$ cat config.mk
export PLATFORM = sky130hd
export DESIGN_NAME = image_readout
export DESIGN_NICKNAME = d
export VERILOG_FILES = /design/src/logic/capture_pkg.sv /design/src/logic/image_readout.sv
export SDC_FILE = /design/constraint.sdc
export NUM_CORES = 1
export LEC_CHECK = 0
export BUFFER_PORTS_ARGS = -buffer_cell sky130_fd_sc_hd__buf_2
export CAP_MARGIN = 20
export CORE_ASPECT_RATIO = 0.5
export CORE_MARGIN = 2
export CORE_UTILIZATION = 42
export CTS_BUF_LIST = sky130_fd_sc_hd__clkbuf_4
export DETAILED_ROUTE_END_ITERATION = 10
export GPL_ROUTABILITY_DRIVEN = 0
export MAX_ROUTING_LAYER = met4
export PLACE_DENSITY = 0.69
export SLEW_MARGIN = 20
export SYNTH_ARGS = -nofsm -noshare
export SYNTH_HDL_FRONTEND = slang
export SYNTH_SLANG_ARGS = --single-unit
$ cat constraint.sdc
create_clock -name core_clk -period 4 [get_ports core_clk]
set_input_delay 0.4 -clock core_clk [delete_from_list [all_inputs] [get_ports core_clk]]
set_output_delay 0.4 -clock core_clk [all_outputs]
set_load 0.1 [all_outputs]
$ cat src/logic/capture_pkg.sv
// Shared constants for the fingerprint image readout sequencer
`default_nettype none
package capture_pkg;
  localparam int ROWS_DEF = 300;
  localparam int COLS_DEF = 256;
  localparam int ROW_W = 9;
  localparam int COL_W = 8;
  localparam int PIX_W = 8;
  localparam logic [ROW_W-1:0] FIRST_ROW = 9'h000;
  localparam logic [COL_W-1:0] FIRST_COL = 8'h00;
  // Capture request bit positions in the control byte and the status mirror
  localparam int BIT_ROW = 0;
  localparam int BIT_FRAME = 1;
  localparam int BIT_REGION = 2;
  localparam logic [2:0] STATUS_RESET = 3'h0;
  // Host port selection
  localparam logic [1:0] PORT_PARALLEL = 2'h0;
  localparam logic [1:0] PORT_SPI = 2'h1;
  localparam logic [1:0] PORT_USB = 2'h2;
  typedef enum logic [3:0] {
    ST_IDLE = 4'h1,
    ST_ROW = 4'h2,
    ST_FRAME = 4'h4,
    ST_REGION = 4'h8
  } seq_state_type;
endpackage
`default_nettype wire

$ cat src/logic/image_readout.sv
// Capture sequencer that walks rows and columns and returns pixel bytes per read
`timescale 1ns/1ps
`default_nettype none
// How it works
// - Control write starts a row; 256 control reads return that row's pixels.
// - Frame capture needs no address load and starts at row zero, column zero.
// - Region reads keep returning pixels until the whole region is delivered.
// - Start and end address registers hold their values across captures.
// - SPI uses the same register writes; pixel data returns on the SPI read path.
// - USB does registers over endpoint 0 and pixels over bulk endpoint 1.
// - Each capture type has a status bit, set on start, cleared after last byte.
module image_readout
  import capture_pkg::*;
#(
  parameter int ROWS = capture_pkg::ROWS_DEF,
  parameter int COLS = capture_pkg::COLS_DEF
) (
  // Clock and reset
  input wire logic core_clk,
  input wire logic nrst,
  // Address register writes (one-cycle strobes with data)
  input wire logic row_start_high_wr,
  input wire logic row_start_low_wr,
  input wire logic col_start_wr,
  input wire logic row_end_high_wr,
  input wire logic row_end_low_wr,
  input wire logic col_end_wr,
  input wire logic [7:0] wr_data,
  // Capture control write and read strobes
  input wire logic capture_control_wr,
  input wire logic capture_control_rd,
  input wire logic [1:0] host_port,
  // Pixel source from the converter
  input wire logic [capture_pkg::PIX_W-1:0] pixel_in,
  // Results
  output logic [capture_pkg::PIX_W-1:0] pixel_data,
  output logic pixel_valid,
  output logic pixel_to_spi,
  output logic pixel_to_bulk_ep,
  output logic [capture_pkg::ROW_W-1:0] cur_row,
  output logic [capture_pkg::COL_W-1:0] cur_col,
  output logic [2:0] capture_status,
  output logic [capture_pkg::ROW_W-1:0] row_start,
  output logic [capture_pkg::COL_W-1:0] col_start,
  output logic [capture_pkg::ROW_W-1:0] row_end,
  output logic [capture_pkg::COL_W-1:0] col_end
);
  import capture_pkg::*;

  localparam logic [ROW_W-1:0] LAST_ROW = ROW_W'(ROWS - 1);
  localparam logic [COL_W-1:0] LAST_COL = COL_W'(COLS - 1);

  seq_state_type state_q, state_d;
  logic [ROW_W-1:0] row_q, row_d, row_start_q, row_end_q;
  logic [COL_W-1:0] col_q, col_d, col_start_q, col_end_q;
  logic [ROW_W-1:0] row_lo_lim, row_hi_lim;
  logic [COL_W-1:0] col_lo_lim, col_hi_lim;
  logic [PIX_W-1:0] pix_q;
  logic pvalid_q, spi_q, bulk_q;
  logic [2:0] status_q, status_d;

  // Merge the low bit of a byte into the top bit of a row address, keeping bits 7:0
  function automatic logic [ROW_W-1:0] put_high(input logic [ROW_W-1:0] cur,
                                                  input logic [7:0] b);
    put_high = {b[ROW_W-9:0], cur[7:0]};
  endfunction

  wire busy = (state_q != ST_IDLE);
  wire req_row = capture_control_wr && wr_data[BIT_ROW];
  wire req_frame = capture_control_wr && wr_data[BIT_FRAME];
  wire req_region = capture_control_wr && wr_data[BIT_REGION];
  wire take = capture_control_rd && busy;
  wire at_col_end = (col_q == col_hi_lim);
  wire at_row_end = (row_q == row_hi_lim);
  wire last_byte = take && at_col_end && (state_q == ST_ROW || at_row_end);

  // Scan limits per capture kind; frame ignores the address registers
  assign col_lo_lim = (state_q == ST_REGION) ? col_start_q : FIRST_COL;
  assign col_hi_lim = (state_q == ST_REGION) ? col_end_q : LAST_COL;
  assign row_lo_lim = (state_q == ST_REGION) ? row_start_q : FIRST_ROW;
  assign row_hi_lim = (state_q == ST_REGION) ? row_end_q : LAST_ROW;

  // Next state and scan position; a new request while busy is ignored
  always_comb begin
    state_d = state_q;
    row_d = row_q;
    col_d = col_q;
    case (state_q)
      ST_IDLE: begin
        if (req_row) begin
          state_d = ST_ROW;
          row_d = row_start_q;
          col_d = FIRST_COL;
        end else if (req_frame) begin
          state_d = ST_FRAME;
          row_d = FIRST_ROW;
          col_d = FIRST_COL;
        end else if (req_region) begin
          state_d = ST_REGION;
          row_d = row_start_q;
          col_d = col_start_q;
        end
      end
      ST_ROW, ST_FRAME, ST_REGION: begin
        if (last_byte) begin
          state_d = ST_IDLE;
        end else if (take && at_col_end) begin
          row_d = ROW_W'(row_q + 1'b1);
          col_d = col_lo_lim;
        end else if (take) begin
          col_d = COL_W'(col_q + 1'b1);
        end
      end
      default: state_d = ST_IDLE;
    endcase
  end

  // Status mirror: a start is taken only when idle, so it never coincides with the clear on the last byte
  always_comb begin
    status_d = status_q;
    if (last_byte) status_d = STATUS_RESET;
    if (!busy && capture_control_wr) begin
      status_d[BIT_ROW] = req_row;
      status_d[BIT_FRAME] = !req_row && req_frame;
      status_d[BIT_REGION] = !req_row && !req_frame && req_region;
    end
  end

  // Sequencer registers
  always_ff @(posedge core_clk or negedge nrst) begin
    if (!nrst) begin
      state_q <= ST_IDLE;
      row_q <= FIRST_ROW;
      col_q <= FIRST_COL;
      status_q <= STATUS_RESET;
    end else begin
      state_q <= state_d;
      row_q <= row_d;
      col_q <= col_d;
      status_q <= status_d;
    end
  end

  // Address registers change only on their own writes, never on a capture
  always_ff @(posedge core_clk or negedge nrst) begin
    if (!nrst) begin
      row_start_q <= FIRST_ROW;
      col_start_q <= FIRST_COL;
      row_end_q <= LAST_ROW;
      col_end_q <= LAST_COL;
    end else begin
      if (row_start_high_wr) row_start_q <= put_high(row_start_q, wr_data);
      if (row_start_low_wr) row_start_q[7:0] <= wr_data;
      if (col_start_wr) col_start_q <= wr_data;
      if (row_end_high_wr) row_end_q <= put_high(row_end_q, wr_data);
      if (row_end_low_wr) row_end_q[7:0] <= wr_data;
      if (col_end_wr) col_end_q <= wr_data;
    end
  end

  // Pixel return, steered to the port the host is using
  always_ff @(posedge core_clk or negedge nrst) begin
    if (!nrst) begin
      pix_q <= '0;
      pvalid_q <= 1'b0;
      spi_q <= 1'b0;
      bulk_q <= 1'b0;
    end else begin
      pvalid_q <= take;
      spi_q <= take && (host_port == PORT_SPI);
      bulk_q <= take && (host_port == PORT_USB);
      if (take) pix_q <= pixel_in;
    end
  end

  assign pixel_data = pix_q;
  assign pixel_valid = pvalid_q;
  assign pixel_to_spi = spi_q;
  assign pixel_to_bulk_ep = bulk_q;
  assign cur_row = row_q;
  assign cur_col = col_q;
  assign capture_status = status_q;
  assign row_start = row_start_q;
  assign col_start = col_start_q;
  assign row_end = row_end_q;
  assign col_end = col_end_q;
endmodule // image_readout
`default_nettype wire

==> metrics.md, run 1 <==
| Metric | Value |
|---|---|
| Chip height | 68.6 um |
| Global Route Usage Sum | 21.5% |
| EDFF count, synth | 0 |
| Initial antenna violation count | 0 |
| Fin crit period | 2.88 ns |
| Placed Cells | 532 |
| FF-to-FF path depth | 7 |
| #FFs+latches synth | 69 |
| Largest net degree at the start of global routing | 38 |
| Layout Skew | 0.0138 ns |
| Post-synth top flop | dfrtp_1 |
| CTS clk-pin slew, worst paths | 0.13 ns |
| # Post-CTS Setup Buffers | 0 |
| Cell Area, Synth | 3500 sq um |
| Peak VDD IR | 0.459 mV |
| Total CTS buffers | 9 |
| Clk pwr share | 14.0% |
| TritonCTS Sinks | 69 |
| Worst skew pair latency | 0.45 ns |
| Flop-to-flop setup slack | 1.12 ns |
| Switch share | 58.8% |
| Commonest cells after routing, fill and taps aside | buf_2 (92), dfrtp_1 (55), nand2_1 (46) |
| Syn avg cell area | 10.2 sq um |
| Mapped Nets | 372 |
| Hold Crit Class | input port to asynchronous set/reset pin |
| Final wirelength | 9.06 mm |
| Share of cells above drive strength 1 | 39.0% |
| Setup Viol. Count Final | 0 |
| Crit Path Class | register to register |
| RSZ-0062 raised after global routing | no |
| CTS tree | done |
| FMAX | 347 MHz |
| Synth cell types | 57 |
| Drt first pass iters | 4 |
| Register share of total power | 29.8% |
| Die X | 133 um |
| Core area | 8060 sq um |
| Root buffer cell | clkbuf_4 |
| Post-CTS Resized | 0 |
| Dpl hpwl | 6.54 mm |
| Worst Path Required | 4.35 ns |
| Worst slew margin | 45.4% |
| Cell leakage power | 1.93 nW |
| DRC Markers | 0 |
| Combinational Power Share | 56.2% |
| Buffers on Ports | 92 |
| Fin cells | 548 |
| CP startpoint | state_q[1]$_DFFE_PN0P_ |
| Hold violation count in the final report | 0 |
| Vias in the first global route | 2764 |
| Setup TNS | 0 ns |
| Sequential share of the synthesized area | 49.8% |
| CTS Hold Bufs | 0 |
| Drt first-iter violations | 289 |
| Worst setup EP type | register |
| Global-route wire length before repair | 14.3 mm |
| Crit Path Max Fanout | 20 |
| Die ar. | 9130 sq um |
| Final core occ | 52.2% |
| Fin nets | 461 |
| FF-to-FF End | cur_row[2]$_DFFE_PN0P_ |
| H-tree depth | 3 |
| WL per Instance | 16.5 um |
| DR vias | 2963 |
| # diodes | 0 |
| DR vias/cell | 5.41 |
| Cell Int Power | 1.56 mW |
| Psw | 2.23 mW |
| # rows | 23 |
| Outcome | complete, no violations |
| Asr flop ratio synth | 100% |
| Pwr Total | 3.79 mW |
| CP arrival | 3.24 ns |
| # IOs | 93 |
| Final instance area | 4200 sq um |
| Setup crit start kind | register |
| Worst-margin pin slew | 0.819 ns |
| Starting Density | 43.5% |
| Ys Warns | 0 |
| Max-cap violations | 0 |
| Final Cycle Share | 72.1% |
| Crit path capture | cur_row[2]$_DFFE_PN0P_ |
| Fin worst setup slack | 1.12 ns |
| Worst hold slack | 0.0325 ns |
| Most common cell after layout, fill and taps aside | buf_2 |
| Pre-CTS WS | 1.15 ns |
| Synthesized instance count | 342 |
| GRT overflow | 0 |
| Maximum root-to-sink buffer count | 2 |
| PwrDens | 901 nW/um^2 |
| Worst reg2reg startpoint | state_q[1]$_DFFE_PN0P_ |
| Max Slew Vio Count | 0 |
| Layout area overhead | 20.0% |
| Placed cell area | 4040 sq um |
| Antenna-violating nets left | 0 |
-- worst max-delay path, stage by stage (launching register included) --
cell and delay, ns:
dfrtp_1 0.46, or4b_4 0.70, or3_1 0.36, o211ai_2 0.16, and4_4 0.27, o2111ai_2 0.32
and2_4 0.31, o22a_1 0.20
-- logic make-up after synthesis --
| logic type | Yosys count | share of synthesized area [%] |
|---|---|---|
| compound gates | 96 | 17.9 |
| xor+xnor | 8 | 2.00 |
| fa+ha+maj | 2 | 0.714 |
| buf+inv | 28 | 3.79 |
| flops | 69 | 49.8 |
| mux | 33 | 10.6 |
| simple gates | 106 | 15.2 |
-- worst min-delay path by stage --
stage | from | endpoint | slack, ns
2_1_floorplan | nrst | capture_status[0]$_DFFE_PN0P_ | 0.10
3_3_place_gp | pixel_data[3]$_DFFE_PN0P_ | pixel_data[3]$_DFFE_PN0P_ | 0.45
3_5_place_dp | pixel_data[3]$_DFFE_PN0P_ | pixel_data[3]$_DFFE_PN0P_ | 0.46
4_1_cts | nrst | pixel_data[0]$_DFFE_PN0P_ | 0.04
5_1_grt | host_port[0] | pixel_to_bulk_ep$_DFF_PN0_ | 0.07
6_report | nrst | pixel_data[0]$_DFFE_PN0P_ | 0.03
-- sequential cells by signal, indices dropped and copies added (netlist names), 3 cells and up --
register / count
cur_col: 8
row_end: 9
row_start: 9
capture_status: 3
col_end: 8
state_q: 4
cur_row: 9
pixel_data: 8
col_start: 8
-- synthesized netlist by cell type, types with 6 or more instances --
master    number  area share [%]
inv_1          9            0.96
a21oi_1       24             3.4
nor2_1        21             2.3
a31oi_1        9             1.6
a22oi_1        6             1.3
clkbuf_1      11             1.2
o22ai_1       11             2.0
dfstp_2       14              11
o21ai_0       16             2.3
nand3_1        7             1.0
nand2_1       46             4.9
dfrtp_1       55              39
mux2_2        32              10
-- routing by layer --
metal | vias up | share of wire [%] | global-route usage (%)
li1 | 1438 | - | -
met1 | 1442 | 48 | 28.4
met2 | 69 | 46 | 32.8
met3 | 14 | 4.1 | 5.19
met4 | 0 | 1.9 | 7.98
met5 | - | 0 | -
-- final cells by class --
| class | count | area [sq um] |
|---|---|---|
| flip-flops and latches | 69 | 1740 |
| fillers | 766 | 3850 |
| clock inverters | 7 | 98.8 |
| clock buffers | 9 | 67.6 |
| multi-input cells | 245 | 1630 |
| repair buffers | 96 | 490 |
| inverters | 10 | 37.5 |
| well taps | 112 | 140 |
-- power by group through the flow --
stage          combinational, mW  clock, mW  sequential, mW
6_report                    2.13      0.532            1.13
5_1_grt                     2.23      0.570            1.16
4_1_cts                     2.13      0.543            1.12
3_5_place_dp                2.13          0            1.14
3_3_place_gp                2.12          0            1.13
2_1_floorplan              0.518          0            2.37
(Power assumes the default switching activity.)
==> run 2: changes to the inputs <==
--- a/config.mk
+++ b/config.mk
@@ -5,6 +5,7 @@
 export SDC_FILE = /design/constraint.sdc
 export NUM_CORES = 1
 export LEC_CHECK = 0
+export ABC_AREA = 1
 export BUFFER_PORTS_ARGS = -buffer_cell sky130_fd_sc_hd__buf_2
 export CAP_MARGIN = 20
 export CORE_ASPECT_RATIO = 0.5
@@ -14,7 +15,7 @@
 export DETAILED_ROUTE_END_ITERATION = 10
 export GPL_ROUTABILITY_DRIVEN = 0
 export MAX_ROUTING_LAYER = met4
-export PLACE_DENSITY = 0.69
+export PLACE_DENSITY = 0.71
 export SLEW_MARGIN = 20
 export SYNTH_ARGS = -nofsm -noshare
 export SYNTH_HDL_FRONTEND = slang
==> constraint.sdc (replaced) <==
create_clock -name core_clk -period 2.39 [get_ports core_clk]
set_input_delay 0.239 -clock core_clk [delete_from_list [all_inputs] [get_ports core_clk]]
set_output_delay 0.239 -clock core_clk [all_outputs]
set_load 0.1 [all_outputs]
==> run 2 against run 1 <==
Effect of this change: critical path depth rose by 7; final cell count increased by 31%; power increased by 76%; clock skew increased by 0.0018 ns; die area up 7.8%; register-to-register slack lost 0.91 ns; first-iteration DRC count is 2.8% higher; fmax grew 32%; sequential power increased by 63%; flip-flop and latch count unchanged; non-clock buffer count rose by 22; hold slack improved by 0.010 ns; critical path type unchanged.
==> metrics.md, run 2 <==
| Metric | Value |
|---|---|
| Outcome | complete, no violations (unchanged) |
| Worst Path Required | 2.75 ns (was 4.35 ns) |
| Most common cell after layout, fill and taps aside | nand2_1 (was buf_2) |
| DRC Markers | 0 (unchanged) |
| Share of cells above drive strength 1 | 28.0% (was 39.0%) |
| Pwr Total | 6.68 mW (was 3.79 mW) |
| Asr flop ratio synth | 100% (unchanged) |
| Hold Crit Class | input port to register (was input port to asynchronous set/reset pin) |
| EDFF count, synth | 0 (unchanged) |
| CP arrival | 2.54 ns (was 3.24 ns) |
| Final Cycle Share | 91.2% (was 72.1%) |
| Drt first-iter violations | 297 (was 289) |
| Combinational Power Share | 59.1% (was 56.2%) |
| TritonCTS Sinks | 69 (unchanged) |
| Mapped Nets | 509 (was 372) |
| Max Slew Vio Count | 0 (unchanged) |
| Crit path top cell by count | nand2_1 |
| Register share of total power | 27.5% (was 29.8%) |
| Worst-margin pin slew | 0.680 ns (was 0.819 ns) |
| Die ar. | 9840 sq um (was 9130 sq um) |
| Crit path buffers/inverters | 2 (was 0) |
| Chip height | 71.2 um (was 68.6 um) |
| CP cell instances | inv_2 > nor2_4 > buf_4 > nand3_1 > nand2_1 > nand2_1 > nor2_1 > nand3_4 > nor2_8 > nand2_2 > nand2_4 > nand3_4 > nand2_1 > nand2_1 (was or4b_4 > or3_1 > o211ai_2 > and4_4 > o2111ai_2 > and2_4 > o22a_1) |
| Layout Skew | 0.0156 ns (was 0.0138 ns) |
| Hold violation count in the final report | 0 (unchanged) |
| Synthesized instance count | 479 (was 342) |
| Ranking of synthesized cells by area | dfrtp_1 (36%), nand2_1 (18%), dfstp_2 (9.7%) (was dfrtp_1 (39%), dfstp_2 (11%), mux2_2 (10%)) |
| Critical path's top delay family | simple AND/OR/NAND/NOR gates (unchanged) |
| Setup crit start kind | register (unchanged) |
| Maximum root-to-sink buffer count | 2 (unchanged) |
| Root buffer cell | clkbuf_4 (unchanged) |
| Met3 usage | 6.77% (was 5.19%) |
| WL per Instance | 14.9 um (was 16.5 um) |
| Cell Int Power | 2.69 mW (was 1.56 mW) |
| Cell Area, Synth | 3790 sq um (was 3500 sq um) |
| DR vias/cell | 5.02 (was 5.41) |
| Initial antenna violation count | 0 (unchanged) |
| Layout area overhead | 24.5% (was 20.0%) |
| Synth cell types | 36 (was 57) |
| Global-route wire length before repair | 17.5 mm (was 14.3 mm) |
| CTS tree | done (unchanged) |
| Post-synth top flop | dfrtp_1 (unchanged) |
| Starting Density | 43.4% (was 43.5%) |
| CTS clk-pin slew, worst paths | 0.13 ns (about the same) |
| Worst slew margin | 54.4% (was 45.4%) |
| Worst path slowest cell | dfrtp_1 (was or4b_4) |
| Sequential share of the synthesized area | 46.0% (was 49.8%) |
| Crit Path Max Fanout | 10 (was 20) |
| # diodes | 0 (unchanged) |
| Antenna-violating nets left | 0 (unchanged) |
| Fin nets | 626 (was 461) |
| Most frequent cell after synthesis | nand2_1 (was dfrtp_1) |
| Crit Path Class | register to register (unchanged) |
| Worst skew pair latency | 0.45 ns (about the same) |
| Cell leakage power | 2.44 nW (was 1.93 nW) |
| #FFs+latches synth | 69 (unchanged) |
| Largest net degree at the start of global routing | 28 (was 38) |
| Drt first pass iters | 5 (was 4) |
| Psw | 3.99 mW (was 2.23 mW) |
| Met2 Usage GRT | 35.4% (was 32.8%) |
| Ys Warns | 0 (unchanged) |
| Global Route Usage Sum | 23.5% (was 21.5%) |
| # rows | 24 (was 23) |
| Placed Cells | 685 (was 532) |
| Syn avg cell area | 7.91 sq um (was 10.2 sq um) |
| Dpl hpwl | 7.63 mm (was 6.54 mm) |
| Clk pwr share | 13.4% (was 14.0%) |
| Setup Viol. Count Final | 0 (unchanged) |
| H-tree depth | 3 (unchanged) |
| Core area | 8740 sq um (was 8060 sq um) |
| Buffers on Ports | 92 (unchanged) |
| Final wirelength | 10.7 mm (was 9.06 mm) |
| FF+latch area | 1750 sq um (was 1740 sq um) |
| Commonest cells after routing, fill and taps aside | nand2_1 (182), buf_2 (92), dfrtp_1 (53) (was buf_2 (92), dfrtp_1 (55), nand2_1 (46)) |
| Area of the multi-input gates | 1780 sq um (was 1630 sq um) |
| Top cells by instance count after synthesis | nand2_1 (182), dfrtp_1 (55), inv_1 (47), o21ai_0 (36), nand3_1 (35) (was dfrtp_1 (55), nand2_1 (46), mux2_2 (32), a21oi_1 (24), nor2_1 (21)) |
| DR vias | 3604 (was 2963) |
| GRT overflow | 0 (unchanged) |
| Max-cap violations | 0 (unchanged) |
| RSZ-0062 raised after global routing | no (unchanged) |
| Fin worst setup slack | 0.210 ns (was 1.12 ns) |
| GRT Max-Usage Layer | met2 (unchanged) |
| Vias in the first global route | 3446 (was 2764) |
| Peak VDD IR | 0.858 mV (was 0.459 mV) |
| # IOs | 93 (unchanged) |
| Post-synth top area cell | dfrtp_1 (unchanged) |
| Pre-CTS WS | 0.0981 ns (was 1.15 ns) |
| Fin cells | 718 (was 548) |
| Met1 GRT Util | 30.5% (was 28.4%) |
| Final core occ | 54.0% (was 52.2%) |
| Fin crit period | 2.18 ns (was 2.88 ns) |
| Filler cell count | 855 (was 766) |
| Critical Path Max Stage Delay | 0.45 ns (was 0.70 ns) |
| Worst setup EP type | register (unchanged) |
| Switch share | 59.8% (was 58.8%) |
| PwrDens | 1420 nW/um^2 (was 901 nW/um^2) |
| Die X | 138 um (was 133 um) |
| FMAX | 459 MHz (was 347 MHz) |
| Total CTS buffers | 9 (unchanged) |
| Setup TNS | 0 ns (unchanged) |
| Post-synth top area share | 36.3% (was 39.3%) |
==> run 2: changes by cell type after synthesis, sizes merged, moves of 6 or more <==
cell and delta:
nand3 +33, mux2 -21, o22ai -8, o21ai +20, a31oi -9, a22oi -6
nand4 +18, nand2 +139, inv +40, a21oi -22
==> run 2: cell families (layout without fill, tap and decap cells) <==
group | count (synthesis) | after routing | synth area share, %
adder cells (fa/ha/maj) | 2 | 2 | 0.660
flip-flops | 69 | 69 | 46.0
multiplexers | 11 | 11 | 3.27
buffers and inverters | 63 | 184 | 7.07
AO/OA/AOI/OAI | 48 | 48 | 6.87
XOR/XNOR | 11 | 11 | 2.74
AND/OR/NAND/NOR | 275 | 276 | 33.4
==> run 2: routing by layer <==
metal | wire length [um] | share of wire [%]
met1 | 4930 | 46
met2 | 4910 | 46
met3 | 676 | 6.3
met4 | 214 | 2.0
met5 | 0 | 0
==> run 2: what timing repair did <==
item / CTS / global route
setup endpoints to repair: 0 / 21
resized for setup: 0 / 1
setup buffers: 0 / 3
hold endpoints to repair: 24 / 0
hold buffers: 13 / 0
==> run 2: final cells by class <==
type / instances / area share [%]
Clock inverter: 7 / 2.09
Clock buffer: 9 / 1.43
Sequential cell: 69 / 37.0
Tap cell: 117 / 3.10
Multi-Input combinational cell: 348 / 37.8
Timing Repair Buffer: 118 / 14.6
Inverter: 50 / 3.98
==> run 2: final timing paths <==
kind | to | depth (start not counted) | slack [ns] | start
worst max-delay path | cur_row[0]$_DFFE_PN0P_ | 14 | 0.21 | state_q[3]$_DFFE_PN0P_
worst min-delay path | col_end[6]$_DFFE_PN1P_ | 3 | 0.04 | wr_data[6]
worst max register to register | cur_row[0]$_DFFE_PN0P_ | 14 | 0.21 | state_q[3]$_DFFE_PN0P_
worst min register to register | pixel_data[5]$_DFFE_PN0P_ | 2 | 0.49 | pixel_data[5]$_DFFE_PN0P_
max in group asynchronous | col_end[4]$_DFFE_PN1P_ | 3 | 1.38 | nrst
min in group asynchronous | pixel_data[4]$_DFFE_PN0P_ | 2 | 0.24 | nrst
==> run 2: per-stage QoR <==
step,hold slack [ns],cell area [sq um]
2_1_floorplan,-0.0566,3790
3_3_place_gp,0.195,4390
3_5_place_dp,0.210,4390
4_1_cts,0.0216,4690
5_1_grt,0.0296,4720
6_report,0.0427,4720
==> run 2: power groups by stage <==
| stage | clock network [mW] | registers, mW | logic [mW] |
|---|---|---|---|
| 2_1_floorplan | 0 | 3.69 | 1.27 |
| 3_3_place_gp | 0 | 1.84 | 3.83 |
| 3_5_place_dp | 0 | 1.84 | 3.87 |
| 4_1_cts | 0.917 | 1.82 | 3.89 |
| 5_1_grt | 0.966 | 1.88 | 4.21 |
| 6_report | 0.898 | 1.84 | 3.95 |
==> run 2: worst register-to-register path, stage by stage (launching register included) <==
cell     delay, ns
dfrtp_1       0.45
inv_2         0.06
nor2_4        0.10
buf_4         0.19
nand3_1       0.09
nand2_1       0.07
nand2_1       0.05
nor2_1        0.17
nand3_4       0.19
nor2_8        0.21
nand2_2       0.08
nand2_4       0.13
nand3_4       0.14
nand2_1       0.11
nand2_1       0.05
==> run 3: changes to the inputs <==
--- a/config.mk
+++ b/config.mk
@@ -8,7 +8,6 @@
 export ABC_AREA = 1
 export BUFFER_PORTS_ARGS = -buffer_cell sky130_fd_sc_hd__buf_2
 export CAP_MARGIN = 20
-export CORE_ASPECT_RATIO = 0.5
 export CORE_MARGIN = 2
 export CORE_UTILIZATION = 42
 export CTS_BUF_LIST = sky130_fd_sc_hd__clkbuf_4
==> run 3 against run 2 <==
Effect of this change: sequential share of layout area up 0.90 points; final cell count down 3.5%; utilization down 1.2 points; flip-flop and latch count is the same; wire length is 4.2% lower; register-to-register slack barely moved; sequential power barely moved; non-clock buffer count down 15; first-iteration DRC count decreased by 26%; clock power shrank 5.5%; die area is 0.47% lower; critical path type unchanged; largest cell class unchanged.
==> metrics.md, run 3 (synthesis results as in run 2) <==
| Metric | Value |
|---|---|
| Most common cell after layout, fill and taps aside | nand2_1 (unchanged) |
| Vias in the first global route | 3404 (was 3446) |
| Die X | 99.0 um (was 138 um) |
| Antenna-violating nets left | 0 (unchanged) |
| Worst slew margin | 58.3% (was 54.4%) |
| Setup crit start kind | register (unchanged) |
| GRT overflow | 0 (unchanged) |
| Psw | 3.93 mW (was 3.99 mW) |
| Total CTS buffers | 9 (unchanged) |
| Largest net degree at the start of global routing | 44 (was 28) |
| Drt first pass iters | 5 (unchanged) |
| CTS clk-pin slew, worst paths | 0.11 ns (was 0.13 ns) |
| Setup Viol. Count Final | 0 (unchanged) |
| # rows | 34 (was 24) |
| WL per Instance | 14.8 um (was 14.9 um) |
| Final wirelength | 10.3 mm (was 10.7 mm) |
| Worst hold slack | 0.0222 ns (was 0.0427 ns) |
| Layout area overhead | 21.5% (was 24.5%) |
| Outcome | complete, no violations (unchanged) |
| Fin crit period | 2.18 ns (about the same) |
| Worst skew pair latency | 0.42 ns (was 0.45 ns) |
| Hold Crit Class | input port to register (unchanged) |
| Buffers on Ports | 92 (unchanged) |
| Fin nets | 610 (was 626) |
| Hold violation count in the final report | 0 (unchanged) |
| Chip height | 99.0 um (was 71.2 um) |
| Maximum root-to-sink buffer count | 2 (unchanged) |
| CP arrival | 2.50 ns (was 2.54 ns) |
| RSZ-0062 raised after global routing | no (unchanged) |
| Pwr Total | 6.58 mW (was 6.68 mW) |
| Core area | 8720 sq um (was 8740 sq um) |
| Placed Cells | 671 (was 685) |
| Initial antenna violation count | 0 (unchanged) |
| Die ar. | 9800 sq um (was 9840 sq um) |
| # diodes | 0 (unchanged) |
| Combinational Power Share | 59.5% (was 59.1%) |
| Dpl hpwl | 7.63 mm (about the same) |
| Max Slew Vio Count | 0 (unchanged) |
| Fin worst setup slack | 0.205 ns (was 0.210 ns) |
| DR vias | 3579 (was 3604) |
| TritonCTS Sinks | 69 (unchanged) |
| Starting Density | 43.4% (about the same) |
| Root buffer cell | clkbuf_4 (unchanged) |
| Clk pwr share | 12.9% (was 13.4%) |
| Cell Int Power | 2.65 mW (was 2.69 mW) |
| # IOs | 93 (unchanged) |
| Global Route Usage Sum | 22.4% (was 23.5%) |
| Max-cap violations | 0 (unchanged) |
| FMAX | 458 MHz (was 459 MHz) |
| Cell leakage power | 2.41 nW (was 2.44 nW) |
| DR vias/cell | 5.16 (was 5.02) |
| Layout Skew | 0.00900 ns (was 0.0156 ns) |
| Crit Path Max Fanout | 12 (was 10) |
| CTS tree | done (unchanged) |
| Crit Path Class | register to register (unchanged) |
| Commonest cells after routing, fill and taps aside | nand2_1 (182), buf_2 (92), dfrtp_1 (54) (was nand2_1 (182), buf_2 (92), dfrtp_1 (53)) |
| Worst Path Required | 2.70 ns (was 2.75 ns) |
| Worst-margin pin slew | 0.625 ns (was 0.680 ns) |
| Share of cells above drive strength 1 | 26.8% (was 28.0%) |
| Switch share | 59.8% (about the same) |
| DRC Markers | 0 (unchanged) |
| Worst setup EP type | register (unchanged) |
| Peak VDD IR | 1.06 mV (was 0.858 mV) |
| Register share of total power | 27.6% (was 27.5%) |
| Final Cycle Share | 91.4% (was 91.2%) |
| Fin cells | 693 (was 718) |
| Global-route wire length before repair | 16.8 mm (was 17.5 mm) |
| PwrDens | 1430 nW/um^2 (was 1420 nW/um^2) |
| Setup TNS | 0 ns (unchanged) |
| Pre-CTS WS | 0.131 ns (was 0.0981 ns) |
| H-tree depth | 3 (unchanged) |
| Drt first-iter violations | 221 (was 297) |
## run 3: routing by layer
metal | GRT usage [%] | vias to the layer above | part of all wire [%]
met4 | 7.06 | 0 | 1.8
met2 | 35.3 | 133 | 47
met5 | - | - | 0
li1 | - | 1757 | -
met1 | 29.4 | 1670 | 45
met3 | 4.33 | 19 | 6.0
## run 3: worst max-delay path: stages, from the launching register on
cell,delay (ns)
dfrtp_1,0.44
nor2_4,0.16
nand2_1,0.18
inv_4,0.18
nand3_1,0.09
nand2_1,0.11
nand3_4,0.17
nor3_4,0.23
nand2_4,0.14
nand2_1,0.15
nor2_4,0.08
nand2_1,0.09
nand2_1,0.06
## run 3: cell type report
cell class	count	area, sq um
inverters	50	190
flip-flops and latches	69	1750
clock buffers	9	67.6
repair buffers	103	582
clock inverters	7	90.1
fillers	865	4120
well taps	108	135
multi-input cells	347	1790
## run 3: through the flow
step | utilization, % | instance area (sq um)
global route | 52.8 | 4600
CTS | 52.4 | 4570
global placement | 49.9 | 4360
finish | 52.8 | 4600
floorplan | - | 3790
detailed placement | 49.9 | 4360
## run 3: repair_timing
| action | CTS | global route |
|---|---|---|
| setup buffers | 0 | 0 |
| setup endpoints to repair | 0 | 21 |
| gates resized for setup | 0 | 7 |
| hold buffers | 6 | 0 |
| hold endpoints to repair | 29 | 0 |
## run 3: power groups by stage
stage	combinational (mW)	clock, mW	sequential [mW]
floorplan	1.27	0	3.69
global placement	3.79	0	1.82
detailed placement	3.85	0	1.83
CTS	3.87	0.871	1.81
global route	4.17	0.919	1.86
finish	3.92	0.849	1.81
## run 3: worst paths after layout
kind	from	endpoint	slack, ns	cells past startpoint
worst max-delay path	state_q[1]$_DFFE_PN0P_	cur_col[5]$_DFFE_PN0P_	0.21	12
worst min-delay path	pixel_in[0]	pixel_data[0]$_DFFE_PN0P_	0.02	3
worst max register to register	state_q[1]$_DFFE_PN0P_	cur_col[5]$_DFFE_PN0P_	0.21	12
worst min register to register	pixel_data[1]$_DFFE_PN0P_	pixel_data[1]$_DFFE_PN0P_	0.49	2
max in group asynchronous	nrst	col_end[6]$_DFFE_PN1P_	1.32	3
min in group asynchronous	nrst	pixel_data[6]$_DFFE_PN0P_	0.37	2
